<file path="config.mk">
export PLATFORM = sky130hd
export DESIGN_NAME = fieldbus_request_watchdog
export DESIGN_NICKNAME = d
export VERILOG_FILES = /design/src/hw/fbwd_pkg.sv /design/src/hw/fieldbus_request_watchdog.sv
export SDC_FILE = /design/constraint.sdc
export NUM_CORES = 1
export LEC_CHECK = 0
export BUFFER_PORTS_ARGS = -buffer_cell sky130_fd_sc_hd__buf_4
export CAP_MARGIN = 20
export CORE_MARGIN = 5
export CORE_UTILIZATION = 55
export DETAILED_ROUTE_END_ITERATION = 16
export PLACE_DENSITY_LB_ADDON = 0.12
export SETUP_SLACK_MARGIN = 0.5
export SKIP_LAST_GASP = 1
export SLEW_MARGIN = 20
export SYNTH_ARGS = -nofsm -noshare
export SYNTH_HDL_FRONTEND = slang
export SYNTH_SLANG_ARGS = --single-unit
export TNS_END_PERCENT = 30
</file>
<file path="constraint.sdc">
create_clock -name sys_clk_i -period 6.02 [get_ports sys_clk_i]
set_input_delay 0 -clock sys_clk_i [delete_from_list [all_inputs] [get_ports sys_clk_i]]
set_output_delay 0 -clock sys_clk_i [all_outputs]
set_load 0.02 [all_outputs]
</file>
<file path="src/hw/fbwd_pkg.sv">
// Purpose: constants for the fieldbus request watchdog
// Assumes: 16-bit register words, 200 MHz system clock
// Notes: offsets are register numbers used as reference numbers
package fbwd_pkg;
   // ==========================================
   // register offsets
   localparam logic [15:0] OFS_TIMEOUT = 16'h1000;
   localparam logic [15:0] OFS_MASK_LOW = 16'h1001;
   localparam logic [15:0] OFS_MASK_HIGH = 16'h1002;
   localparam logic [15:0] OFS_KICK = 16'h1003;
   localparam logic [15:0] OFS_MIN_REMAIN = 16'h1004;
   localparam logic [15:0] OFS_SEQ_STOP = 16'h1005;
   localparam logic [15:0] OFS_STATE = 16'h1006;
   localparam logic [15:0] OFS_RESTART = 16'h1007;
   localparam logic [15:0] OFS_SIMPLE_STOP = 16'h1008;
   // ==========================================
   // reset values and codes
   localparam logic [15:0] RST_TIMEOUT = 16'h0000;
   localparam logic [15:0] RST_MASK = 16'h0000;
   localparam logic [15:0] RST_KICK = 16'h0000;
   localparam logic [15:0] RST_MIN_REMAIN = 16'hffff;
   localparam logic [15:0] RST_SEQ_STOP = 16'h0000;
   localparam logic [15:0] RST_RESTART = 16'h0001;
   localparam logic [15:0] RST_SIMPLE_STOP = 16'h0000;
   localparam logic [15:0] STATE_INACTIVE = 16'h0000;
   localparam logic [15:0] STATE_ACTIVE = 16'h0001;
   localparam logic [15:0] STATE_EXPIRED = 16'h0002;
   localparam logic [15:0] STOP_FIRST = 16'haaaa;
   localparam logic [15:0] STOP_SECOND = 16'h5555;
   localparam logic [15:0] SIMPLE_STOP_A = 16'h55aa;
   localparam logic [15:0] SIMPLE_STOP_B = 16'haa55;
   localparam logic [15:0] RESTART_CODE = 16'h0001;
   localparam logic [7:0] EXC_DEVICE_FAILURE = 8'h04;
   // ==========================================
   // timing
   localparam int CLK_HZ = 200_000_000;
   localparam int TICK_MS = 100;
   localparam int TICK_CYCLES = CLK_HZ / 1000 * TICK_MS;
endpackage

</file>
<file path="src/hw/fieldbus_request_watchdog.sv">
// Purpose: fieldbus failure watchdog on Modbus request traffic
// Assumes: request decoder hands over one pulse per request with its function code
// Notes: register port is the Modbus register access path, one word per cycle
`timescale 1ns/10ps

// What this block does
// - while running, an enabled-function-code request reloads the countdown unless it coincides with the expiring tick
// - after expiry every later request answers with exception 0x0004
// - after power-up the watchdog stays inactive until armed
// - minimum remaining time at 0x1004 reads zero after a fault
// - writing 0x1 to 0x1007 reloads the countdown only while running
// - running watchdog stops via sequenced stop 0x1005 or simple stop 0x1008
// - timeout setting is unsigned 16 bits, reset 0x0000
// - writing the timeout only stores, never starts or reloads
// - trigger cannot start the watchdog while timeout is zero
// - timeout counts in 100 ms units
// - while running, timeout and both mask writes are rejected
// - low mask bit n-1 enables function code n
// - all low mask bits set enable codes 1 to 16
// - registers reached by ordinary Modbus read and write with register address
// - minimum remaining time resets 0xffff, tracks smaller remaining count
// - sequenced stop needs 0xaaaa then 0x5555
// - status reads 0 inactive, 1 active, 2 expired
module fieldbus_request_watchdog #(
   parameter int TICK_CYCLES = fbwd_pkg::TICK_CYCLES
) (
   // clock and reset
   input wire logic sys_clk_i,
   input wire logic rst_i,
   // register access
   input wire logic reg_wr_i,
   input wire logic reg_rd_i,
   input wire logic [15:0] reg_addr_i,
   input wire logic [15:0] reg_wdata_i,
   output logic [15:0] reg_rdata_o,
   output logic reg_rvalid_o,
   output logic reg_hit_o,
   // request stream
   input wire logic req_valid_i,
   input wire logic [7:0] req_func_i,
   output logic req_fail_o,
   output logic [7:0] req_exc_code_o,
   // status
   output logic running_o,
   output logic expired_o
);
   typedef enum {ST_IDLE, ST_RUN, ST_EXPIRED} wd_state_e;

   // ==========================================
   // state
   wd_state_e state, next_state;
   logic [15:0] timeout, next_timeout;
   logic [15:0] mask_low, next_mask_low;
   logic [15:0] mask_high, next_mask_high;
   logic [15:0] kick, next_kick;
   logic [15:0] min_remain, next_min_remain;
   logic [15:0] seq_stop, next_seq_stop;
   logic [15:0] restart, next_restart;
   logic [15:0] simple_stop, next_simple_stop;
   logic [15:0] remain, next_remain;
   logic [31:0] tick_cnt, next_tick_cnt;
   logic [15:0] next_rdata;
   logic next_rvalid;
   logic next_hit;
   logic next_fail;
   logic tick;
   logic enabled_req;
   logic [4:0] fidx;

   always_comb begin
      tick = (tick_cnt == 32'(TICK_CYCLES - 1));
      fidx = 5'(req_func_i - 8'h01);
      enabled_req = 1'b0;
      if (req_valid_i && req_func_i >= 8'h01 && req_func_i <= 8'h10) begin
         enabled_req = mask_low[fidx[3:0]];
      end else if (req_valid_i && req_func_i >= 8'h11 && req_func_i <= 8'h20) begin
         enabled_req = mask_high[fidx[3:0]];
      end
   end

   // ==========================================
   // next state
   always_comb begin
      next_state = state;
      next_timeout = timeout;
      next_mask_low = mask_low;
      next_mask_high = mask_high;
      next_kick = kick;
      next_min_remain = min_remain;
      next_seq_stop = seq_stop;
      next_restart = restart;
      next_simple_stop = simple_stop;
      next_remain = remain;
      next_tick_cnt = (state == ST_RUN && !tick) ? tick_cnt + 32'h1 : 32'h0;
      next_fail = req_valid_i && state == ST_EXPIRED;
      next_rvalid = reg_rd_i;
      next_hit = 1'b0;
      next_rdata = 16'h0000;
      // countdown
      if (state == ST_RUN) begin
         if (tick) begin
            next_remain = remain - 16'h1;
            if (remain == 16'h1) begin
               next_state = ST_EXPIRED;
            end
         end
         if (next_remain < min_remain) begin
            next_min_remain = next_remain;
         end
         if (enabled_req && next_state == ST_RUN) begin
            next_remain = timeout;
            next_tick_cnt = 32'h0;
         end
      end
      // register writes
      if (reg_wr_i) begin
         unique case (reg_addr_i)
            fbwd_pkg::OFS_TIMEOUT: begin
               if (state != ST_RUN) next_timeout = reg_wdata_i;
            end
            fbwd_pkg::OFS_MASK_LOW: begin
               if (state != ST_RUN) next_mask_low = reg_wdata_i;
            end
            fbwd_pkg::OFS_MASK_HIGH: begin
               if (state != ST_RUN) next_mask_high = reg_wdata_i;
            end
            fbwd_pkg::OFS_KICK: begin
               next_kick = reg_wdata_i;
               if (reg_wdata_i != 16'h0000 && reg_wdata_i != kick && timeout != 16'h0000
                   && state != ST_EXPIRED) begin
                  next_state = ST_RUN;
                  next_remain = timeout;
                  next_tick_cnt = 32'h0;
               end
            end
            fbwd_pkg::OFS_SEQ_STOP: begin
               next_seq_stop = reg_wdata_i;
               if (state == ST_RUN && seq_stop == fbwd_pkg::STOP_FIRST &&
                   reg_wdata_i == fbwd_pkg::STOP_SECOND) begin
                  next_state = ST_IDLE;
               end
            end
            fbwd_pkg::OFS_RESTART: begin
               next_restart = reg_wdata_i;
               if (reg_wdata_i == fbwd_pkg::RESTART_CODE && state == ST_RUN) begin
                  next_remain = timeout;
                  next_tick_cnt = 32'h0;
                  next_state = ST_RUN;
               end
            end
            fbwd_pkg::OFS_SIMPLE_STOP: begin
               next_simple_stop = reg_wdata_i;
               if (state == ST_RUN && (reg_wdata_i == fbwd_pkg::SIMPLE_STOP_A ||
                   reg_wdata_i == fbwd_pkg::SIMPLE_STOP_B)) begin
                  next_state = ST_IDLE;
               end
            end
            default: begin
            end
         endcase
      end
      // register reads
      if (reg_rd_i) begin
         next_hit = 1'b1;
         unique case (reg_addr_i)
            fbwd_pkg::OFS_TIMEOUT: next_rdata = timeout;
            fbwd_pkg::OFS_MASK_LOW: next_rdata = mask_low;
            fbwd_pkg::OFS_MASK_HIGH: next_rdata = mask_high;
            fbwd_pkg::OFS_KICK: next_rdata = kick;
            fbwd_pkg::OFS_MIN_REMAIN: next_rdata = min_remain;
            fbwd_pkg::OFS_SEQ_STOP: next_rdata = seq_stop;
            fbwd_pkg::OFS_STATE: begin
               unique case (state)
                  ST_IDLE: next_rdata = fbwd_pkg::STATE_INACTIVE;
                  ST_RUN: next_rdata = fbwd_pkg::STATE_ACTIVE;
                  ST_EXPIRED: next_rdata = fbwd_pkg::STATE_EXPIRED;
               endcase
            end
            fbwd_pkg::OFS_RESTART: next_rdata = restart;
            fbwd_pkg::OFS_SIMPLE_STOP: next_rdata = simple_stop;
            default: next_hit = 1'b0;
         endcase
      end
   end

   // ==========================================
   // registers
   always_ff @(posedge sys_clk_i or posedge rst_i) begin
      if (rst_i) begin
         state <= ST_IDLE;
         timeout <= fbwd_pkg::RST_TIMEOUT;
         mask_low <= fbwd_pkg::RST_MASK;
         mask_high <= fbwd_pkg::RST_MASK;
         kick <= fbwd_pkg::RST_KICK;
         min_remain <= fbwd_pkg::RST_MIN_REMAIN;
         seq_stop <= fbwd_pkg::RST_SEQ_STOP;
         restart <= fbwd_pkg::RST_RESTART;
         simple_stop <= fbwd_pkg::RST_SIMPLE_STOP;
         remain <= 16'h0000;
         tick_cnt <= 32'h0;
         reg_rdata_o <= 16'h0000;
         reg_rvalid_o <= 1'b0;
         reg_hit_o <= 1'b0;
         req_fail_o <= 1'b0;
      end else begin
         state <= next_state;
         timeout <= next_timeout;
         mask_low <= next_mask_low;
         mask_high <= next_mask_high;
         kick <= next_kick;
         min_remain <= next_min_remain;
         seq_stop <= next_seq_stop;
         restart <= next_restart;
         simple_stop <= next_simple_stop;
         remain <= next_remain;
         tick_cnt <= next_tick_cnt;
         reg_rdata_o <= next_rdata;
         reg_rvalid_o <= next_rvalid;
         reg_hit_o <= next_hit;
         req_fail_o <= next_fail;
      end
   end

   assign req_exc_code_o = req_fail_o ? fbwd_pkg::EXC_DEVICE_FAILURE : 8'h00;
   assign running_o = (state == ST_RUN);
   assign expired_o = (state == ST_EXPIRED);

   // ==========================================
   // checks
   a_expire_fail: assert property (@(posedge sys_clk_i) disable iff (rst_i)
      (state == ST_EXPIRED && req_valid_i) |=> (req_fail_o && req_exc_code_o == 8'h04))
      else $error("request after expiry not failed");
   a_fault_min_zero: assert property (@(posedge sys_clk_i) disable iff (rst_i)
      $rose(state == ST_EXPIRED) |-> (min_remain == 16'h0000))
      else $error("min remaining not zero at expiry");
   a_zero_no_arm: assert property (@(posedge sys_clk_i) disable iff (rst_i)
      (state == ST_IDLE && timeout == 16'h0000) |=> (state != ST_RUN))
      else $error("armed with zero timeout");
   a_run_locks_cfg: assert property (@(posedge sys_clk_i) disable iff (rst_i)
      (state == ST_RUN && reg_wr_i && reg_addr_i == fbwd_pkg::OFS_TIMEOUT) |=> $stable(timeout))
      else $error("timeout changed while running");
   a_mask_lock: assert property (@(posedge sys_clk_i) disable iff (rst_i)
      (state == ST_RUN) |=> (state != ST_RUN || $stable(mask_low)))
      else $error("mask changed while running");
   a_req_reload: assert property (@(posedge sys_clk_i) disable iff (rst_i)
      (state == ST_RUN && enabled_req && !tick && !reg_wr_i) |=> (remain == timeout))
      else $error("enabled request did not reload");
   a_timeout_store: assert property (@(posedge sys_clk_i) disable iff (rst_i)
      (state == ST_IDLE && reg_wr_i && reg_addr_i == fbwd_pkg::OFS_TIMEOUT) |=> (state == ST_IDLE))
      else $error("timeout write started watchdog");
   a_min_track: assert property (@(posedge sys_clk_i) disable iff (rst_i)
      (state == ST_RUN && $past(state) == ST_RUN) |-> (min_remain <= remain))
      else $error("min remaining above remaining");
   a_seq_stop: assert property (@(posedge sys_clk_i) disable iff (rst_i)
      (state == ST_RUN && reg_wr_i && reg_addr_i == fbwd_pkg::OFS_SEQ_STOP &&
       reg_wdata_i == fbwd_pkg::STOP_SECOND && seq_stop != fbwd_pkg::STOP_FIRST) |=> (state != ST_IDLE))
      else $error("stop without first key");
   a_status_read: assert property (@(posedge sys_clk_i) disable iff (rst_i)
      (reg_rd_i && reg_addr_i == fbwd_pkg::OFS_STATE && state == ST_EXPIRED) |=> (reg_rdata_o == 16'h0002))
      else $error("status read wrong");
endmodule

</file>
==> results.toml <==
[finish]
final_util_pct = 64.2
fillers = 1638
drive_gt1_share_pct = 28.6
nets = 1109
num_antenna_cells = 0
regArea_sq_um = 5700
multiInputGateArea_sq_um = 5340
area_growth_pct = 13.9

[synth]
yosys.cell_types.count = 66
synth_top_area_cell = "dfrtp_1"
synthAdderAreaFrac_pct = 2.29
syn_area_sq_um = 11500
ys_seq_elements = 227
synth_area_leaders = "dfrtp_1 46%, mux2_2 14%, dfstp_2 3.9%, xnor2_1 3.6%, ha_1 2.3%"
synth-simple-area-share_pct = 13.9
yosys_warnings = 0
yosysMostFrequentCell = "dfrtp_1"
synth_top_area_share_pct = 45.8
synth-compound-area-share_pct = 7.77
synth_top_family_by_area = "multiplexers"
synth-edff-count = 0
synthCells = 982
synthMuxAreaShare_pct = 16.5
seq_area_frac_synth_pct = 49.7
synth_common_cells = "210 x dfrtp_1, 142 x mux2_2, 52 x nor2_1"
synthArstFlopShare_pct = 100
avgSynthCellArea_sq_um = 11.7
synth-xor-area-share_pct = 5.81
ys.flop_type = "dfrtp_1"

[status]
status = "finished clean"

[die]
ioPinCount = 74
core_area_sq_um = 20400
row_count = 52
start_util_pct = 56.3
die_x_microns = 154
dieArea_sq_um = 23800
die_h_microns = 154

[detailed_routing]
drt-met1-wl_microns = 13300
dr_total_vias = 7991
finalWirelength_microns = 28800
route.met3.wl_microns = 1610
met2_length_microns = 13300
avgRoutedWirePerCell_microns = 21.7
ant_nets = 0
via_per_inst = 6.02
drt_iter0_drc = 517
route.top_layer_used = "met4"
drcViolationCount = 0
drt_first_pass_iters = 4

[worst_setup_path]
required_ps = 6460
r2r_end = "min_remain[2]$_DFFE_PP1P_"
arrival_ps = 5230
cp-startpoint = "tick_cnt[0]$_DFF_PP0_"
cp-end-kind = "flip-flop"
r2r-start = "tick_cnt[0]$_DFF_PP0_"
reg2reg_slack_ps = 1230
critPathKind = "reg2reg"
critPathCapture = "min_remain[2]$_DFFE_PP1P_"
r2r_cells = 14
cp-start-kind = "flip-flop"
crit_fanout = 16

[power_and_ir_drop]
pwr-share-clk_pct = 47.0
p_int_mw = 2.44
combPwrFrac_pct = 4.1
vdd_drop_max_uv = 229
p_leak_nw = 6.05
p_sw_share_pct = 21.8
sequentialPowerShare_pct = 49.0
p_switching_mw = 0.681
power.density_nw_per_um2 = 239

[placement]
place_congestion = 0.847
dp_hpwl_microns = 20200
io_buffer_count = 66

[clock_tree]
path_clk_slew_ps = 60
clk_latency_ps = 530
clockBufferDepth = 3
post_cts_resized = 0
cts_made_buffers = 24
htree_levels = 1
post-cts-setup-buffers = 0
cts_hold_buf = 20
cts-root-buf = "clkbuf_16"
cts_sinks = 227
cts_tree = "done"

[timing]
finalCritPeriodShare_pct = 79.6
setup_viol = 0
fin_tns_setup_ps = 0
finalHoldViolCount = 0
worst_pin_slew_ps = 1190
rsz0062_at_grt = "no"
period_needed_ps = 4790
holdWs_ps = 144
final.setup_skew_ps = 15.9
relSlewSlack_pct = 20.0
final-max-slew-violation-count = 0
max_clock_freq_mhz = 209

[grt]
grt_pass1_vias = 8075
track_usage_pct = 23.9
grt_first_pass_wirelength_microns = 45400
antenna_found_initial = 1
grt-ovfl-total = 0
grt_max_degree = 174

[job]
max_cap_violations = 0

[min_path]
hp-class = "in2reg"
hold_depth = 4
cell type report:
| class | instances | area share, % |
|---|---|---|
| tap | 270 | 2.59 |
| multi-input combinational | 662 | 40.9 |
| clock buffer | 32 | 5.13 |
| timing repair buffer | 95 | 5.94 |
| clock inverter | 9 | 0.862 |
| sequential | 227 | 43.6 |
| inverter | 33 | 0.977 |
registers in the layout, indices dropped and copies added (netlist names):
name	flops
state	32
tick_cnt	32
kick	16
mask_high	16
mask_low	16
min_remain	16
reg_rdata_o	16
remain	16
restart	16
seq_stop	16
simple_stop	16
timeout	16
reg_hit_o	1
reg_rvalid_o	1
req_fail_o	1
worst min path at each step:
stage	start	to	slack (ps)
after global routing	reg_addr_i[1]	reg_rdata_o[1]$_DFF_PP0_	130
after floorplan	reg_rd_i	reg_rvalid_o$_DFF_PP0_	30
after detailed placement	reg_rd_i	reg_rvalid_o$_DFF_PP0_	140
after CTS	reg_addr_i[1]	reg_rdata_o[0]$_DFF_PP0_	110
after global placement	reg_rd_i	reg_rvalid_o$_DFF_PP0_	140
final	reg_addr_i[3]	reg_rdata_o[11]$_DFF_PP0_	140
routing by layer:
metal | track usage (%) | vias to the layer above
met5 | 0 | -
met4 | 5.55 | 0
met3 | 2.88 | 41
met2 | 37.9 | 228
met1 | 35.4 | 4040
li1 | - | 3682
cells in the final DEF (no fill, tap or decap), drive strengths merged, types with 15 or more instances in the layout:
cell type and n:
a221oi 15, a22o 15, a22oi 30, a31oi 15, and2 35, buf 75, clkbuf 32, dfrtp 210
dfstp 17, dlygate4sd3 20, ha 21, inv 32, mux2 144, nand2 30, nand3 24, nand4 27
nor2 63, nor3 15, nor4 28, xnor2 47, xor2 29
logic make-up (layout without fill, tap and decap cells):
| family | count (synthesis) | count (layout) |
|---|---|---|
| multiplexers | 159 | 159 |
| AO/OA/AOI/OAI | 116 | 116 |
| buffers and inverters | 99 | 169 |
| other | 1 | 7 |
| adder cells (fa/ha/maj) | 21 | 21 |
| AND/OR/NAND/NOR | 283 | 283 |
| XOR/XNOR | 76 | 76 |
| flip-flops | 227 | 227 |
worst max-delay path, stage by stage, from the launching register on:
cell and delay (ps):
dfrtp_1 400, ha_1 200, nand3_1 160, or2_2 350
nor4_1 720, and2_0 390, nor3b_1 270, xor2_1 200
ha_1 270, a21o_1 180, a21o_1 170, a211oi_1 220
o21bai_1 110, a311o_1 640, mux2_1 430
power groups by stage:
stage               Sequential, mW  Clock, mW  Combinational, mW
finish                        1.53       1.47              0.127
CTS                           1.53       1.50              0.129
global placement              1.55          0              0.117
global route                  1.53       1.56              0.142
floorplan                     1.56          0             0.0710
detailed placement            1.55          0              0.118
per-stage QoR:
| step | cell area [sq um] | power [mW] | instances | setup WS [ps] |
|---|---|---|---|---|
| after global routing | 13100 | 3.22 | 1328 | 840 |
| final | 13100 | 3.12 | 1328 | 1230 |
| after floorplan | 11500 | 1.63 | 988 | 1700 |
| after global placement | 12100 | 1.67 | 1267 | 1330 |
| after CTS | 13100 | 3.15 | 1328 | 1200 |
| after detailed placement | 12100 | 1.67 | 1267 | 1210 |
No activity file was read; power rests on OpenSTA's default activity.
